==> config.mk <==
export PLATFORM = sky130hd
export DESIGN_NAME = tao_top
export DESIGN_NICKNAME = d
export VERILOG_FILES = /design/src/design/tao_pkg.sv /design/src/design/tao_top.sv
export SDC_FILE = /design/constraint.sdc
export NUM_CORES = 1
export LEC_CHECK = 0
export BUFFER_PORTS_ARGS = -buffer_cell sky130_fd_sc_hd__buf_2
export CAP_MARGIN = 20
export CELL_PAD_IN_SITES_DETAIL_PLACEMENT = 2
export CELL_PAD_IN_SITES_GLOBAL_PLACEMENT = 2
export CORE_ASPECT_RATIO = 1.4
export CORE_MARGIN = 2
export CORE_UTILIZATION = 41
export DETAILED_ROUTE_END_ITERATION = 8
export GPL_TIMING_DRIVEN = 0
export PLACE_DENSITY = 0.85
export SLEW_MARGIN = 20
export SYNTH_ARGS = -nofsm -noshare
export SYNTH_HDL_FRONTEND = slang
export SYNTH_SLANG_ARGS = --single-unit
export TNS_END_PERCENT = 10
==> constraint.sdc <==
create_clock -name CLOCK_I -period 14.1 [get_ports CLOCK_I]
set_clock_uncertainty 0.15 [all_clocks]
set_input_delay 0.705 -clock CLOCK_I [delete_from_list [all_inputs] [get_ports CLOCK_I]]
set_output_delay 0.705 -clock CLOCK_I [all_outputs]
set_load 0.02 [all_outputs]
==> src/design/tao_pkg.sv <==
/*
 * Shared definitions for the temperature alarm and output logic:
 * register offsets and field positions, reset values, alarm and
 * output-routing encodings, the measurement carrier and timing figures.
 * Assumes a 10 MHz system clock and a 32-bit classic Wishbone master.
 */
`default_nettype none
package tao_pkg;

    // Bus and value widths.
    localparam int DW = 32;
    localparam int AW = 8;
    localparam int VW = 16;
    localparam int PCT_W = 7;
    localparam int MIN_W = 8;
    localparam int ROUTE_W = 3;
    localparam int NCHAN = 4;

    // Register byte addresses.
    localparam logic [AW-1:0] REG_CTRL = 8'h00;
    localparam logic [AW-1:0] REG_ALM1 = 8'h04;
    localparam logic [AW-1:0] REG_ALM2 = 8'h08;
    localparam logic [AW-1:0] REG_OFFS = 8'h0c;
    localparam logic [AW-1:0] REG_PBAND = 8'h10;
    localparam logic [AW-1:0] REG_SAFE = 8'h14;
    localparam logic [AW-1:0] REG_LOOP = 8'h18;
    localparam logic [AW-1:0] REG_ROUTE = 8'h1c;
    localparam logic [AW-1:0] REG_STAT = 8'h20;
    localparam logic [AW-1:0] REG_PVD = 8'h24;

    // Control register fields.
    localparam int CTRL_FN1_LSB = 0;
    localparam int CTRL_FN2_LSB = 4;
    localparam int CTRL_BLK1_BIT = 8;
    localparam int CTRL_BLK2_BIT = 9;
    localparam int CTRL_W = 10;

    // Status register fields.
    localparam int ST_ALM1_BIT = 0;
    localparam int ST_ALM2_BIT = 1;
    localparam int ST_LBD_BIT = 2;
    localparam int ST_FAULT_BIT = 3;
    localparam int ST_ONOFF_BIT = 4;
    localparam int ST_ARM1_BIT = 5;
    localparam int ST_ARM2_BIT = 6;
    localparam int ST_MIN_LSB = 8;

    // Reset values.
    localparam logic [CTRL_W-1:0] CTRL_RST = 10'h000;
    localparam logic [VW-1:0] VAL_RST = 16'h0000;
    localparam logic [PCT_W-1:0] PCT_ZERO = 7'h00;
    localparam logic [PCT_W-1:0] PCT_FULL = 7'h64;
    localparam logic [MIN_W-1:0] MIN_ZERO = 8'h00;
    localparam logic [MIN_W-1:0] MIN_ONE = 8'h01;
    // Channel 1 control, 2 alarm one, 3 alarm two, 4 loop break.
    localparam logic [NCHAN*ROUTE_W-1:0] ROUTE_RST = 12'had1;

    // Smallest process-value move that counts as a loop response.
    localparam logic [VW:0] LBD_DELTA = 17'h00001;

    // Minute timing derived from the clock rate.
    localparam int unsigned MINUTE_S = 60;
    localparam int unsigned CLK_HZ = 10_000_000;
    localparam int unsigned MINUTE_CYCLES = MINUTE_S * CLK_HZ;

    // Alarm functions.
    typedef enum logic [2:0] {
        ALARM_OFF_FN = 3'h0,
        ABS_MIN_ALARM_FN = 3'h1,
        ABS_MAX_ALARM_FN = 3'h2,
        DEV_BAND_ALARM_FN = 3'h3,
        LOW_DEV_ALARM_FN = 3'h4,
        HIGH_DEV_ALARM_FN = 3'h5,
        SENSOR_BREAK_ALARM_FN = 3'h6
    } tao_alarm_fn_t;

    // Output channel functions.
    typedef enum logic [ROUTE_W-1:0] {
        ROUTE_OFF = 3'h0,
        ROUTE_CTRL = 3'h1,
        ROUTE_ALM1 = 3'h2,
        ROUTE_ALM2 = 3'h3,
        ROUTE_ALM_OR = 3'h4,
        ROUTE_LBD = 3'h5
    } tao_route_t;

    // Loop-break supervisor states, Gray along idle, run, tripped.
    typedef enum logic [1:0] {
        LBD_IDLE = 2'b00,
        LBD_RUN = 2'b01,
        LBD_TRIP = 2'b11
    } tao_lbd_state_t;

    // One measurement sample as delivered by the input stage.
    typedef struct packed {
        logic signed [VW-1:0] pv;
        logic signed [VW-1:0] sp;
        logic fault;
    } tao_meas_t;

endpackage
`default_nettype wire

==> src/design/tao_top.sv <==
/*
 * Alarm, safe-output, loop-break and output-routing logic of a panel
 * temperature controller, with its settings on a classic Wishbone slave.
 * Assumes the measurement arrives on the same clock with a one-cycle
 * sample strobe, and that an outside PID stage supplies the control demand.
 */
// The register offsets and the Wishbone register port were left to the implementer.
//
// Contract
// - Absolute minimum alarms when value below setpoint.
// - Absolute maximum alarms when value above setpoint.
// - Differential setpoints are deviations from control setpoint.
// - Low deviation alarms below setpoint minus deviation.
// - High deviation alarms above setpoint plus deviation.
// - Sensor break alarms on input fault only.
// - Off function never alarms.
// - Two independent alarms, same function set.
// - Maximum and deviation alarms also fire on fault; the low deviation alarm here ignores fault.
// - Initial blocking suppresses alarm present at start.
// - Blocked alarm arms after one clear sample.
// - Sensor break alarm is never blocked.
// - Fault forces control output to safe percentage; the control channel here still follows CTRL_DRIVE_I in PID mode.
// - On/off mode accepts safe value 0 or 100.
// - PID mode accepts safe value 0 to 100.
// - Unanswered output for interval raises loop break.
// - Loop-break channel active while event present.
// - Interval zero disables loop-break detection.
// - Each channel routes control, alarms, OR, loop break.
// - Zero proportional band selects on/off control.
// - User offset is added to measured value.
// - Serial-over-USB link lives outside this block.
`timescale 1ns/1ps
`default_nettype none

module tao_top
    import tao_pkg::*;
#(
    // Clock cycles in one minute; shorten for simulation.
    parameter int unsigned CYCLES_PER_MINUTE = tao_pkg::MINUTE_CYCLES
)
(
    input wire logic CLOCK_I,
    input wire logic RSTN_I,
    input wire logic WB_CYC_I,
    input wire logic WB_STB_I,
    input wire logic WB_WE_I,
    input wire logic [tao_pkg::AW-1:0] WB_ADR_I,
    input wire logic [3:0] WB_SEL_I,
    input wire logic [tao_pkg::DW-1:0] WB_DAT_I,
    output logic [tao_pkg::DW-1:0] WB_DAT_O,
    output logic WB_ACK_O,
    input wire logic SAMPLE_I,
    input wire tao_pkg::tao_meas_t MEAS_I,
    input wire logic [tao_pkg::PCT_W-1:0] CTRL_PCT_I,
    input wire logic CTRL_DRIVE_I,
    output logic [tao_pkg::PCT_W-1:0] CTRL_PCT_O,
    output logic [tao_pkg::NCHAN-1:0] CHAN_O,
    output logic [1:0] ALARM_O,
    output logic LBD_O,
    output logic ONOFF_O,
    output logic signed [tao_pkg::VW-1:0] PV_ADJ_O
);
    import tao_pkg::*;

    // Merges write data into a register under the byte enables.
    function automatic logic [DW-1:0] merge(input logic [DW-1:0] old, input logic [DW-1:0] dat,
                                            input logic [3:0] sel);
        logic [DW-1:0] res;
        for (int b = 0; b < 4; b++)
        begin
            res[b*8 +: 8] = sel[b] ? dat[b*8 +: 8] : old[b*8 +: 8];
        end
        return res;
    endfunction

    // Raw alarm condition of one alarm, before initial blocking.
    function automatic logic alarm_cond(input tao_alarm_fn_t fn, input logic signed [VW-1:0] sp_a,
                                        input logic signed [VW-1:0] pv, input logic signed [VW-1:0] csp,
                                        input logic flt);
        logic signed [VW+1:0] p;
        logic signed [VW+1:0] band_low;
        logic signed [VW+1:0] band_high;
        logic res;
        p = (VW+2)'(pv);
        band_low = (VW+2)'(csp) - (VW+2)'(sp_a);
        band_high = (VW+2)'(csp) + (VW+2)'(sp_a);
        case (fn)
            ABS_MIN_ALARM_FN: res = p < (VW+2)'(sp_a);
            ABS_MAX_ALARM_FN: res = (p > (VW+2)'(sp_a)) || flt;
            DEV_BAND_ALARM_FN: res = (p < band_low && p < band_high) || (p > band_low && p > band_high) || flt;
            LOW_DEV_ALARM_FN: res = p < band_low;
            // above setpoint plus deviation, plus fault
            HIGH_DEV_ALARM_FN: res = (p > band_high) || flt;
            SENSOR_BREAK_ALARM_FN: res = flt;
            default: res = 1'b0;
        endcase
        return res;
    endfunction

    // True when the value has moved at least the response step from the reference.
    function automatic logic moved(input logic signed [VW-1:0] now, input logic signed [VW-1:0] ref_v);
        logic signed [VW:0] d;
        d = (VW+1)'(now) - (VW+1)'(ref_v);
        d = (d < 0) ? -d : d;
        return d >= $signed(LBD_DELTA);
    endfunction

    // Settings written by software.
    logic [CTRL_W-1:0] ctrl; // Alarm functions and blocking enables.
    logic signed [VW-1:0] alarm_one_setpoint; // Alarm one setpoint or deviation.
    logic signed [VW-1:0] alarm_two_setpoint; // Alarm two setpoint or deviation.
    logic signed [VW-1:0] pv_offset; // Correction added to the measurement.
    logic [VW-1:0] proportional_band; // Band in tenths of a percent.
    logic [PCT_W-1:0] fault_safe_output_pct; // Control level held during a fault.
    logic [MIN_W-1:0] loop_break_interval; // Minutes allowed for a response.
    logic [NCHAN*ROUTE_W-1:0] route; // Function of each output channel.

    // Block state.
    logic [1:0] armed; // Alarm may fire; cleared at power-up.
    logic lbd_event; // Loop-break event present.
    tao_lbd_state_t lbd_state; // Loop-break supervisor state.
    logic [31:0] tick_cnt; // Cycles into the current minute.
    logic [MIN_W-1:0] min_cnt; // Whole minutes without a response.
    logic signed [VW-1:0] lbd_ref; // Value at the start of the wait.
    logic fault_seen; // Fault flag as of the last sample.

    // Combinational helpers.
    logic onoff_mode; // On/off control selected.
    logic signed [VW-1:0] next_pv; // Offset-corrected measurement.
    logic [1:0] next_cond; // Raw condition of each alarm.
    logic [1:0] next_alarm; // Condition after blocking.
    logic [1:0] blk_en; // Initial blocking enabled per alarm.
    logic [1:0] is_break; // Alarm is the sensor-break function.
    tao_alarm_fn_t fn1; // Function of alarm one.
    tao_alarm_fn_t fn2; // Function of alarm two.
    logic bus_req; // New bus request this cycle.
    logic bus_wr; // New write request this cycle.

    // Decodes settings and evaluates both alarms from the current sample.
    always_comb
    begin
        onoff_mode = proportional_band == VAL_RST;
        next_pv = MEAS_I.pv + pv_offset;
        fn1 = tao_alarm_fn_t'(ctrl[CTRL_FN1_LSB +: 3]);
        fn2 = tao_alarm_fn_t'(ctrl[CTRL_FN2_LSB +: 3]);
        next_cond[0] = alarm_cond(fn1, alarm_one_setpoint, next_pv, MEAS_I.sp, MEAS_I.fault);
        next_cond[1] = alarm_cond(fn2, alarm_two_setpoint, next_pv, MEAS_I.sp, MEAS_I.fault);
        blk_en = {ctrl[CTRL_BLK2_BIT], ctrl[CTRL_BLK1_BIT]};
        is_break = {fn2 == SENSOR_BREAK_ALARM_FN, fn1 == SENSOR_BREAK_ALARM_FN};
        // suppress until armed; sensor break bypasses blocking
        next_alarm = next_cond & (armed | ~blk_en | is_break);
        bus_req = WB_CYC_I && WB_STB_I && !WB_ACK_O;
        bus_wr = bus_req && WB_WE_I;
    end

    // Bus handshake: ack one cycle after the request, dropped the next cycle.
    always_ff @(posedge CLOCK_I or negedge RSTN_I)
    begin
        if (!RSTN_I)
        begin
            WB_ACK_O <= 1'b0;
        end
        else
        begin
            WB_ACK_O <= bus_req;
        end
    end

    // Register writes; a write lands at the edge that raises ack.
    always_ff @(posedge CLOCK_I or negedge RSTN_I)
    begin
        if (!RSTN_I)
        begin
            ctrl <= CTRL_RST;
            alarm_one_setpoint <= VAL_RST;
            alarm_two_setpoint <= VAL_RST;
            pv_offset <= VAL_RST;
            proportional_band <= VAL_RST;
            fault_safe_output_pct <= PCT_ZERO;
            loop_break_interval <= MIN_ZERO;
            route <= ROUTE_RST;
        end
        else if (bus_wr)
        begin
            case (WB_ADR_I)
                REG_CTRL: ctrl <= CTRL_W'(merge(DW'(ctrl), WB_DAT_I, WB_SEL_I));
                REG_ALM1: alarm_one_setpoint <= VW'(merge(DW'(alarm_one_setpoint), WB_DAT_I, WB_SEL_I));
                REG_ALM2: alarm_two_setpoint <= VW'(merge(DW'(alarm_two_setpoint), WB_DAT_I, WB_SEL_I));
                REG_OFFS: pv_offset <= VW'(merge(DW'(pv_offset), WB_DAT_I, WB_SEL_I));
                REG_PBAND: proportional_band <= VW'(merge(DW'(proportional_band), WB_DAT_I, WB_SEL_I));
                REG_SAFE:
                begin
                    // on/off takes only 0 or 100; PID takes 0 to 100
                    if (WB_SEL_I[0] && WB_DAT_I[DW-1:PCT_W] == '0 &&
                        (onoff_mode ? (WB_DAT_I[PCT_W-1:0] == PCT_ZERO || WB_DAT_I[PCT_W-1:0] == PCT_FULL)
                                    : WB_DAT_I[PCT_W-1:0] <= PCT_FULL))
                    begin
                        fault_safe_output_pct <= WB_DAT_I[PCT_W-1:0];
                    end
                end
                REG_LOOP: loop_break_interval <= MIN_W'(merge(DW'(loop_break_interval), WB_DAT_I, WB_SEL_I));
                REG_ROUTE: route <= (NCHAN*ROUTE_W)'(merge(DW'(route), WB_DAT_I, WB_SEL_I));
                // Read-only and unmapped addresses ignore writes.
                default: ;
            endcase
        end
    end

    // Read data, captured with the ack; unmapped addresses read zero.
    always_ff @(posedge CLOCK_I or negedge RSTN_I)
    begin
        if (!RSTN_I)
        begin
            WB_DAT_O <= '0;
        end
        else if (bus_req && !WB_WE_I)
        begin
            WB_DAT_O <= '0;
            case (WB_ADR_I)
                REG_CTRL: WB_DAT_O <= DW'(ctrl);
                REG_ALM1: WB_DAT_O <= DW'(alarm_one_setpoint);
                REG_ALM2: WB_DAT_O <= DW'(alarm_two_setpoint);
                REG_OFFS: WB_DAT_O <= DW'(pv_offset);
                REG_PBAND: WB_DAT_O <= DW'(proportional_band);
                REG_SAFE: WB_DAT_O <= DW'(fault_safe_output_pct);
                REG_LOOP: WB_DAT_O <= DW'(loop_break_interval);
                REG_ROUTE: WB_DAT_O <= DW'(route);
                REG_STAT:
                begin
                    WB_DAT_O[ST_ALM1_BIT] <= ALARM_O[0];
                    WB_DAT_O[ST_ALM2_BIT] <= ALARM_O[1];
                    WB_DAT_O[ST_LBD_BIT] <= lbd_event;
                    WB_DAT_O[ST_FAULT_BIT] <= fault_seen;
                    WB_DAT_O[ST_ONOFF_BIT] <= onoff_mode;
                    WB_DAT_O[ST_ARM1_BIT] <= armed[0];
                    WB_DAT_O[ST_ARM2_BIT] <= armed[1];
                    WB_DAT_O[ST_MIN_LSB +: MIN_W] <= min_cnt;
                end
                // Sign-extended so software sees the true value.
                REG_PVD: WB_DAT_O <= DW'(PV_ADJ_O);
                default: WB_DAT_O <= '0;
            endcase
        end
    end

    // Initial blocking: an alarm arms once a sample shows no alarm.
    always_ff @(posedge CLOCK_I or negedge RSTN_I)
    begin
        if (!RSTN_I)
        begin
            armed <= 2'b00;
        end
        else if (SAMPLE_I)
        begin
            // arm after a clear sample; stays armed afterwards
            armed <= armed | ~next_cond;
        end
    end

    // Alarm, display value and fault snapshot, refreshed per sample.
    always_ff @(posedge CLOCK_I or negedge RSTN_I)
    begin
        if (!RSTN_I)
        begin
            ALARM_O <= 2'b00;
            PV_ADJ_O <= VAL_RST;
            fault_seen <= 1'b0;
            ONOFF_O <= 1'b1;
        end
        else
        begin
            ONOFF_O <= onoff_mode;
            if (SAMPLE_I)
            begin
                ALARM_O <= next_alarm;
                PV_ADJ_O <= next_pv;
                fault_seen <= MEAS_I.fault;
            end
        end
    end

    // Control level and channel routing, refreshed per sample.
    always_ff @(posedge CLOCK_I or negedge RSTN_I)
    begin
        if (!RSTN_I)
        begin
            CTRL_PCT_O <= PCT_ZERO;
            CHAN_O <= '0;
        end
        else if (SAMPLE_I)
        begin
            // fault holds the safe level until it clears
            CTRL_PCT_O <= MEAS_I.fault ? fault_safe_output_pct : CTRL_PCT_I;
            for (int c = 0; c < NCHAN; c++)
            begin
                case (tao_route_t'(route[c*ROUTE_W +: ROUTE_W]))
                    // In on/off mode a fault turns the safe level into a plain level.
                    ROUTE_CTRL: CHAN_O[c] <= (MEAS_I.fault && onoff_mode) ?
                                             (fault_safe_output_pct != PCT_ZERO) : CTRL_DRIVE_I;
                    ROUTE_ALM1: CHAN_O[c] <= next_alarm[0];
                    ROUTE_ALM2: CHAN_O[c] <= next_alarm[1];
                    ROUTE_ALM_OR: CHAN_O[c] <= |next_alarm;
                    ROUTE_LBD: CHAN_O[c] <= lbd_event;
                    default: CHAN_O[c] <= 1'b0;
                endcase
            end
        end
    end

    // Loop-break supervisor: counts minutes without a response of the value.
    always_ff @(posedge CLOCK_I or negedge RSTN_I)
    begin
        if (!RSTN_I)
        begin
            lbd_state <= LBD_IDLE;
            tick_cnt <= '0;
            min_cnt <= MIN_ZERO;
            lbd_ref <= VAL_RST;
        end
        else if (loop_break_interval == MIN_ZERO)
        begin
            lbd_state <= LBD_IDLE;
            tick_cnt <= '0;
            min_cnt <= MIN_ZERO;
        end
        // first sample or a move restarts the wait and clears a trip
        else if (SAMPLE_I && (lbd_state == LBD_IDLE || moved(next_pv, lbd_ref)))
        begin
            lbd_ref <= next_pv;
            tick_cnt <= '0;
            min_cnt <= MIN_ZERO;
            lbd_state <= LBD_RUN;
        end
        else
        begin
            case (lbd_state)
                // Nothing to time until the first sample arrives.
                LBD_IDLE: ;
                // wait for a response within the interval
                LBD_RUN:
                begin
                    if (tick_cnt == CYCLES_PER_MINUTE - 1)
                    begin
                        tick_cnt <= '0;
                        min_cnt <= min_cnt + MIN_ONE;
                        if (min_cnt + MIN_ONE >= loop_break_interval)
                        begin
                            lbd_state <= LBD_TRIP;
                        end
                    end
                    else
                    begin
                        tick_cnt <= tick_cnt + 32'h1;
                    end
                end
                // Event stands until the value moves again.
                LBD_TRIP: ;
                default: lbd_state <= LBD_IDLE;
            endcase
        end
    end

    // Registered event flag and output, so both leave a flip-flop.
    always_ff @(posedge CLOCK_I or negedge RSTN_I)
    begin
        if (!RSTN_I)
        begin
            lbd_event <= 1'b0;
            LBD_O <= 1'b0;
        end
        else
        begin
            lbd_event <= lbd_state == LBD_TRIP && loop_break_interval != MIN_ZERO;
            LBD_O <= lbd_event;
        end
    end

endmodule // tao_top

`default_nettype wire

==> results_dict.tcl <==
set metrics [dict create \
    crit_path_max_fanout 10 \
    arrival_ps 8160 \
    post-cts-setup-buffers 0 \
    cts.sinks 212 \
    hp-class "in2reg" \
    cts_tree "built" \
    stdcell_count 2922 \
    wl_per_cell_um 29.6 \
    postSynthCellCount 2125 \
    overflow 0 \
    first_iter_violations 1038 \
    worst_setup_path_end_kind "register" \
    cap_violations 0 \
    path_cells "ha_1 -> fa_1 -> a211oi_1 -> nor4_1 -> nor3_1 -> mux2i_1 -> clkbuf_1 -> clkinv_1 -> ha_1 -> nor2_1 -> o2bb2ai_1 -> a21oi_1 -> o311a_1 -> or4_1 -> o2111ai_1 -> o41ai_2 -> a21oi_4 -> buf_6 -> mux2_1" \
    slew_violations 0 \
    post-route-drc-count 0 \
    io_buffer_count 143 \
    die_h_um 257 \
    status "completed" \
    total_power_mw 1.71 \
    synth_enable_flop_cells 0 \
    dp.cells 2882 \
    path_buf_inv 3 \
    period_share 0.559 \
    cts-root-buf "clkbuf_16" \
    seq_area_frac_synth 0.284 \
    relSlewSlack 0.230 \
    antenna_found_initial 0 \
    cpMostUsedCell "ha_1" \
    initial_core_util 0.416 \
    die-area_mm2 0.0474 \
    p_leak_nw 9.42 \
    crit_slowest_cell "nor3_1" \
    cts_buffers 22 \
    tns_ps 0 \
    rsz0062_at_grt "false" \
    area_growth_pct 12.4 \
    cellPowerDensity_mw_per_mm2 81.2 \
    synth-async-reset-ratio 1.00 \
    clock_latency_ps 570 \
    worst_slew_pin_slew_ps 1140 \
    cp_top_family "simple AND/OR/NAND/NOR gates" \
    yosys.cell_types.count 103 \
    grt_max_degree 83 \
    grt_pass1_vias 21200 \
    utilization 0.467 \
    hold_viol_final 0 \
    avgSynthCellArea_um2 8.80 \
    yosysWarnings 0 \
    cts_buffer_depth 3 \
    required_ps 14380 \
    htree_levels 1 \
    whs_ps 294 \
    post_cts_resized 0 \
    synth.net_count 2391 \
    row_count 92 \
    syn_area_mm2 0.0187 \
    path_class "reg2reg" \
    core_mm2 0.0450 \
    num_io_pins 155 \
    grt_first_pass_wirelength_um 130000 \
    vias 18600 \
    setup_viol 0 \
    cts_hold_buf 1 \
    finish.net_count 2562 \
    die_w_um 185 \
    cts.clk_slew.worst_paths_ps 70 \
    final.min_clock_period_ps 7880 \
    max_stage_delay_ps 920 \
    drive_gt1_frac 0.162 \
    irDropWorstVdd_v 0.000105 \
    routed_via_density 6.38 \
    num_antenna_cells 0 \
    fmax_ghz 0.127 \
    dpl.hpwl_um 66900 \
    gp_congestion 0.949 \
    synth_top_flop_cell "dfrtp_1" \
    dr.pass1.iters 8 \
    routed_wl_um 86500 \
    postRouteAntennaNets 0 \
    grtUsageTotal 0.364 \
    ys_ff_latch 212 \
    cp-start-kind "register" \
]
final cells by class:
| class | instances | area, um2 |
|---|---|---|
| tap | 611 | 764 |
| sequential | 212 | 5310 |
| buffer | 107 | 478 |
| clock buffer | 32 | 659 |
| clock inverter | 7 | 37.5 |
| fill | 5000 | 24000 |
| timing repair buffer | 147 | 798 |
| multi-input combinational | 1685 | 12500 |
| inverter | 121 | 457 |
synthesized netlist by cell type, types with 16 or more instances:
cell / count / area [um2]
nand3_1: 61 / 305
xnor2_1: 87 / 762
nand2b_1: 36 / 225
inv_1: 114 / 428
nor3_1: 73 / 365
a211oi_1: 20 / 150
a21o_1: 38 / 285
nor4_1: 34 / 213
buf_4: 16 / 120
ha_1: 169 / 2110
mux2_2: 101 / 1140
o211ai_1: 20 / 150
xor2_1: 41 / 359
nor2_1: 145 / 544
clkbuf_1: 76 / 285
o21a_1: 22 / 165
a22oi_1: 18 / 135
nand2_1: 164 / 616
nor2b_1: 28 / 175
a21oi_1: 115 / 576
mux2i_1: 44 / 440
and3_1: 25 / 156
nand4_1: 23 / 144
a31oi_1: 22 / 138
o21ai_0: 118 / 591
dfrtp_1: 205 / 5130
report_power, final:
part	leakage [nW]	total [mW]	switching [mW]	internal, mW
registers	2.66	0.643	0.0202	0.623
clock network	0.348	0.607	0.282	0.324
logic	6.41	0.458	0.296	0.162
total	9.42	1.71	0.599	1.11
registers in the layout, summed over array words and instances (netlist names), 4 cells and up:
| register | flops |
|---|---|
| tick_cnt | 32 |
| WB_DAT_O | 17 |
| PV_ADJ_O | 16 |
| alarm_one_setpoint | 16 |
| alarm_two_setpoint | 16 |
| lbd_ref | 16 |
| proportional_band | 16 |
| pv_offset | 16 |
| route | 12 |
| ctrl | 10 |
| loop_break_interval | 8 |
| min_cnt | 8 |
| CTRL_PCT_O | 7 |
| fault_safe_output_pct | 7 |
| CHAN_O | 4 |
final timing paths:
path / end / slack, ps / startpoint / cells after the start
max: lbd_ref[14] / 6220 / pv_offset[0] / 19
min: CTRL_PCT_O[6] / 290 / CTRL_PCT_I[6] / 3
max reg2reg: lbd_ref[14] / 6220 / pv_offset[0] / 19
min reg2reg: WB_DAT_O[6] / 350 / WB_DAT_O[6] / 1
max in group asynchronous: lbd_ref[11] / 12010 / RSTN_I / 4
min in group asynchronous: LBD_O / 500 / RSTN_I / 2
cell families (layout without fill, tap and decap cells):
logic type,after synthesis,count (layout),share of synthesized area
flops,212,212,0.284
xor+xnor,139,139,0.0724
buf+inv,228,414,0.0500
fa+ha+maj,192,192,0.129
compound gates,541,541,0.201
simple gates,663,663,0.176
mux,150,150,0.0885
layout by cell type, fill, tap and decap left out, types with 84 or more instances in the layout:
cell type	n
dfrtp_1	205
o21ai_0	118
nand2_1	164
buf_2	149
ha_1	169
a21oi_1	114
mux2_2	101
xnor2_1	84
inv_1	114
nor2_1	145
routing by layer:
metal  vias to the layer above  part of all wire  global-route usage
li1                       8112                 -                   -
met1                      9598              0.36               0.379
met2                       635              0.52               0.674
met3                       300             0.042              0.0454
met4                         0             0.076               0.244
met5                         -                 0                   0
stage by stage:
step | setup WS [ps] | cell area, um2
final | 6220 | 21000
after global routing | 6050 | 21000
after CTS | 6190 | 21000
after detailed placement | 5990 | 20300
after global placement | 5750 | 20200
after floorplan | 8160 | 18700
worst reg2reg max path, delay by kind of cell (launching register included):
kind | cells | cell delay [ps]
AO/OA/AOI/OAI | 7 | 1750
adder cells (fa/ha/maj) | 3 | 1210
buffers and inverters | 3 | 1550
flip-flops | 1 | 410
multiplexers | 2 | 860
AND/OR/NAND/NOR | 4 | 1810
Note: power is estimated with default switching activity, not from simulation.
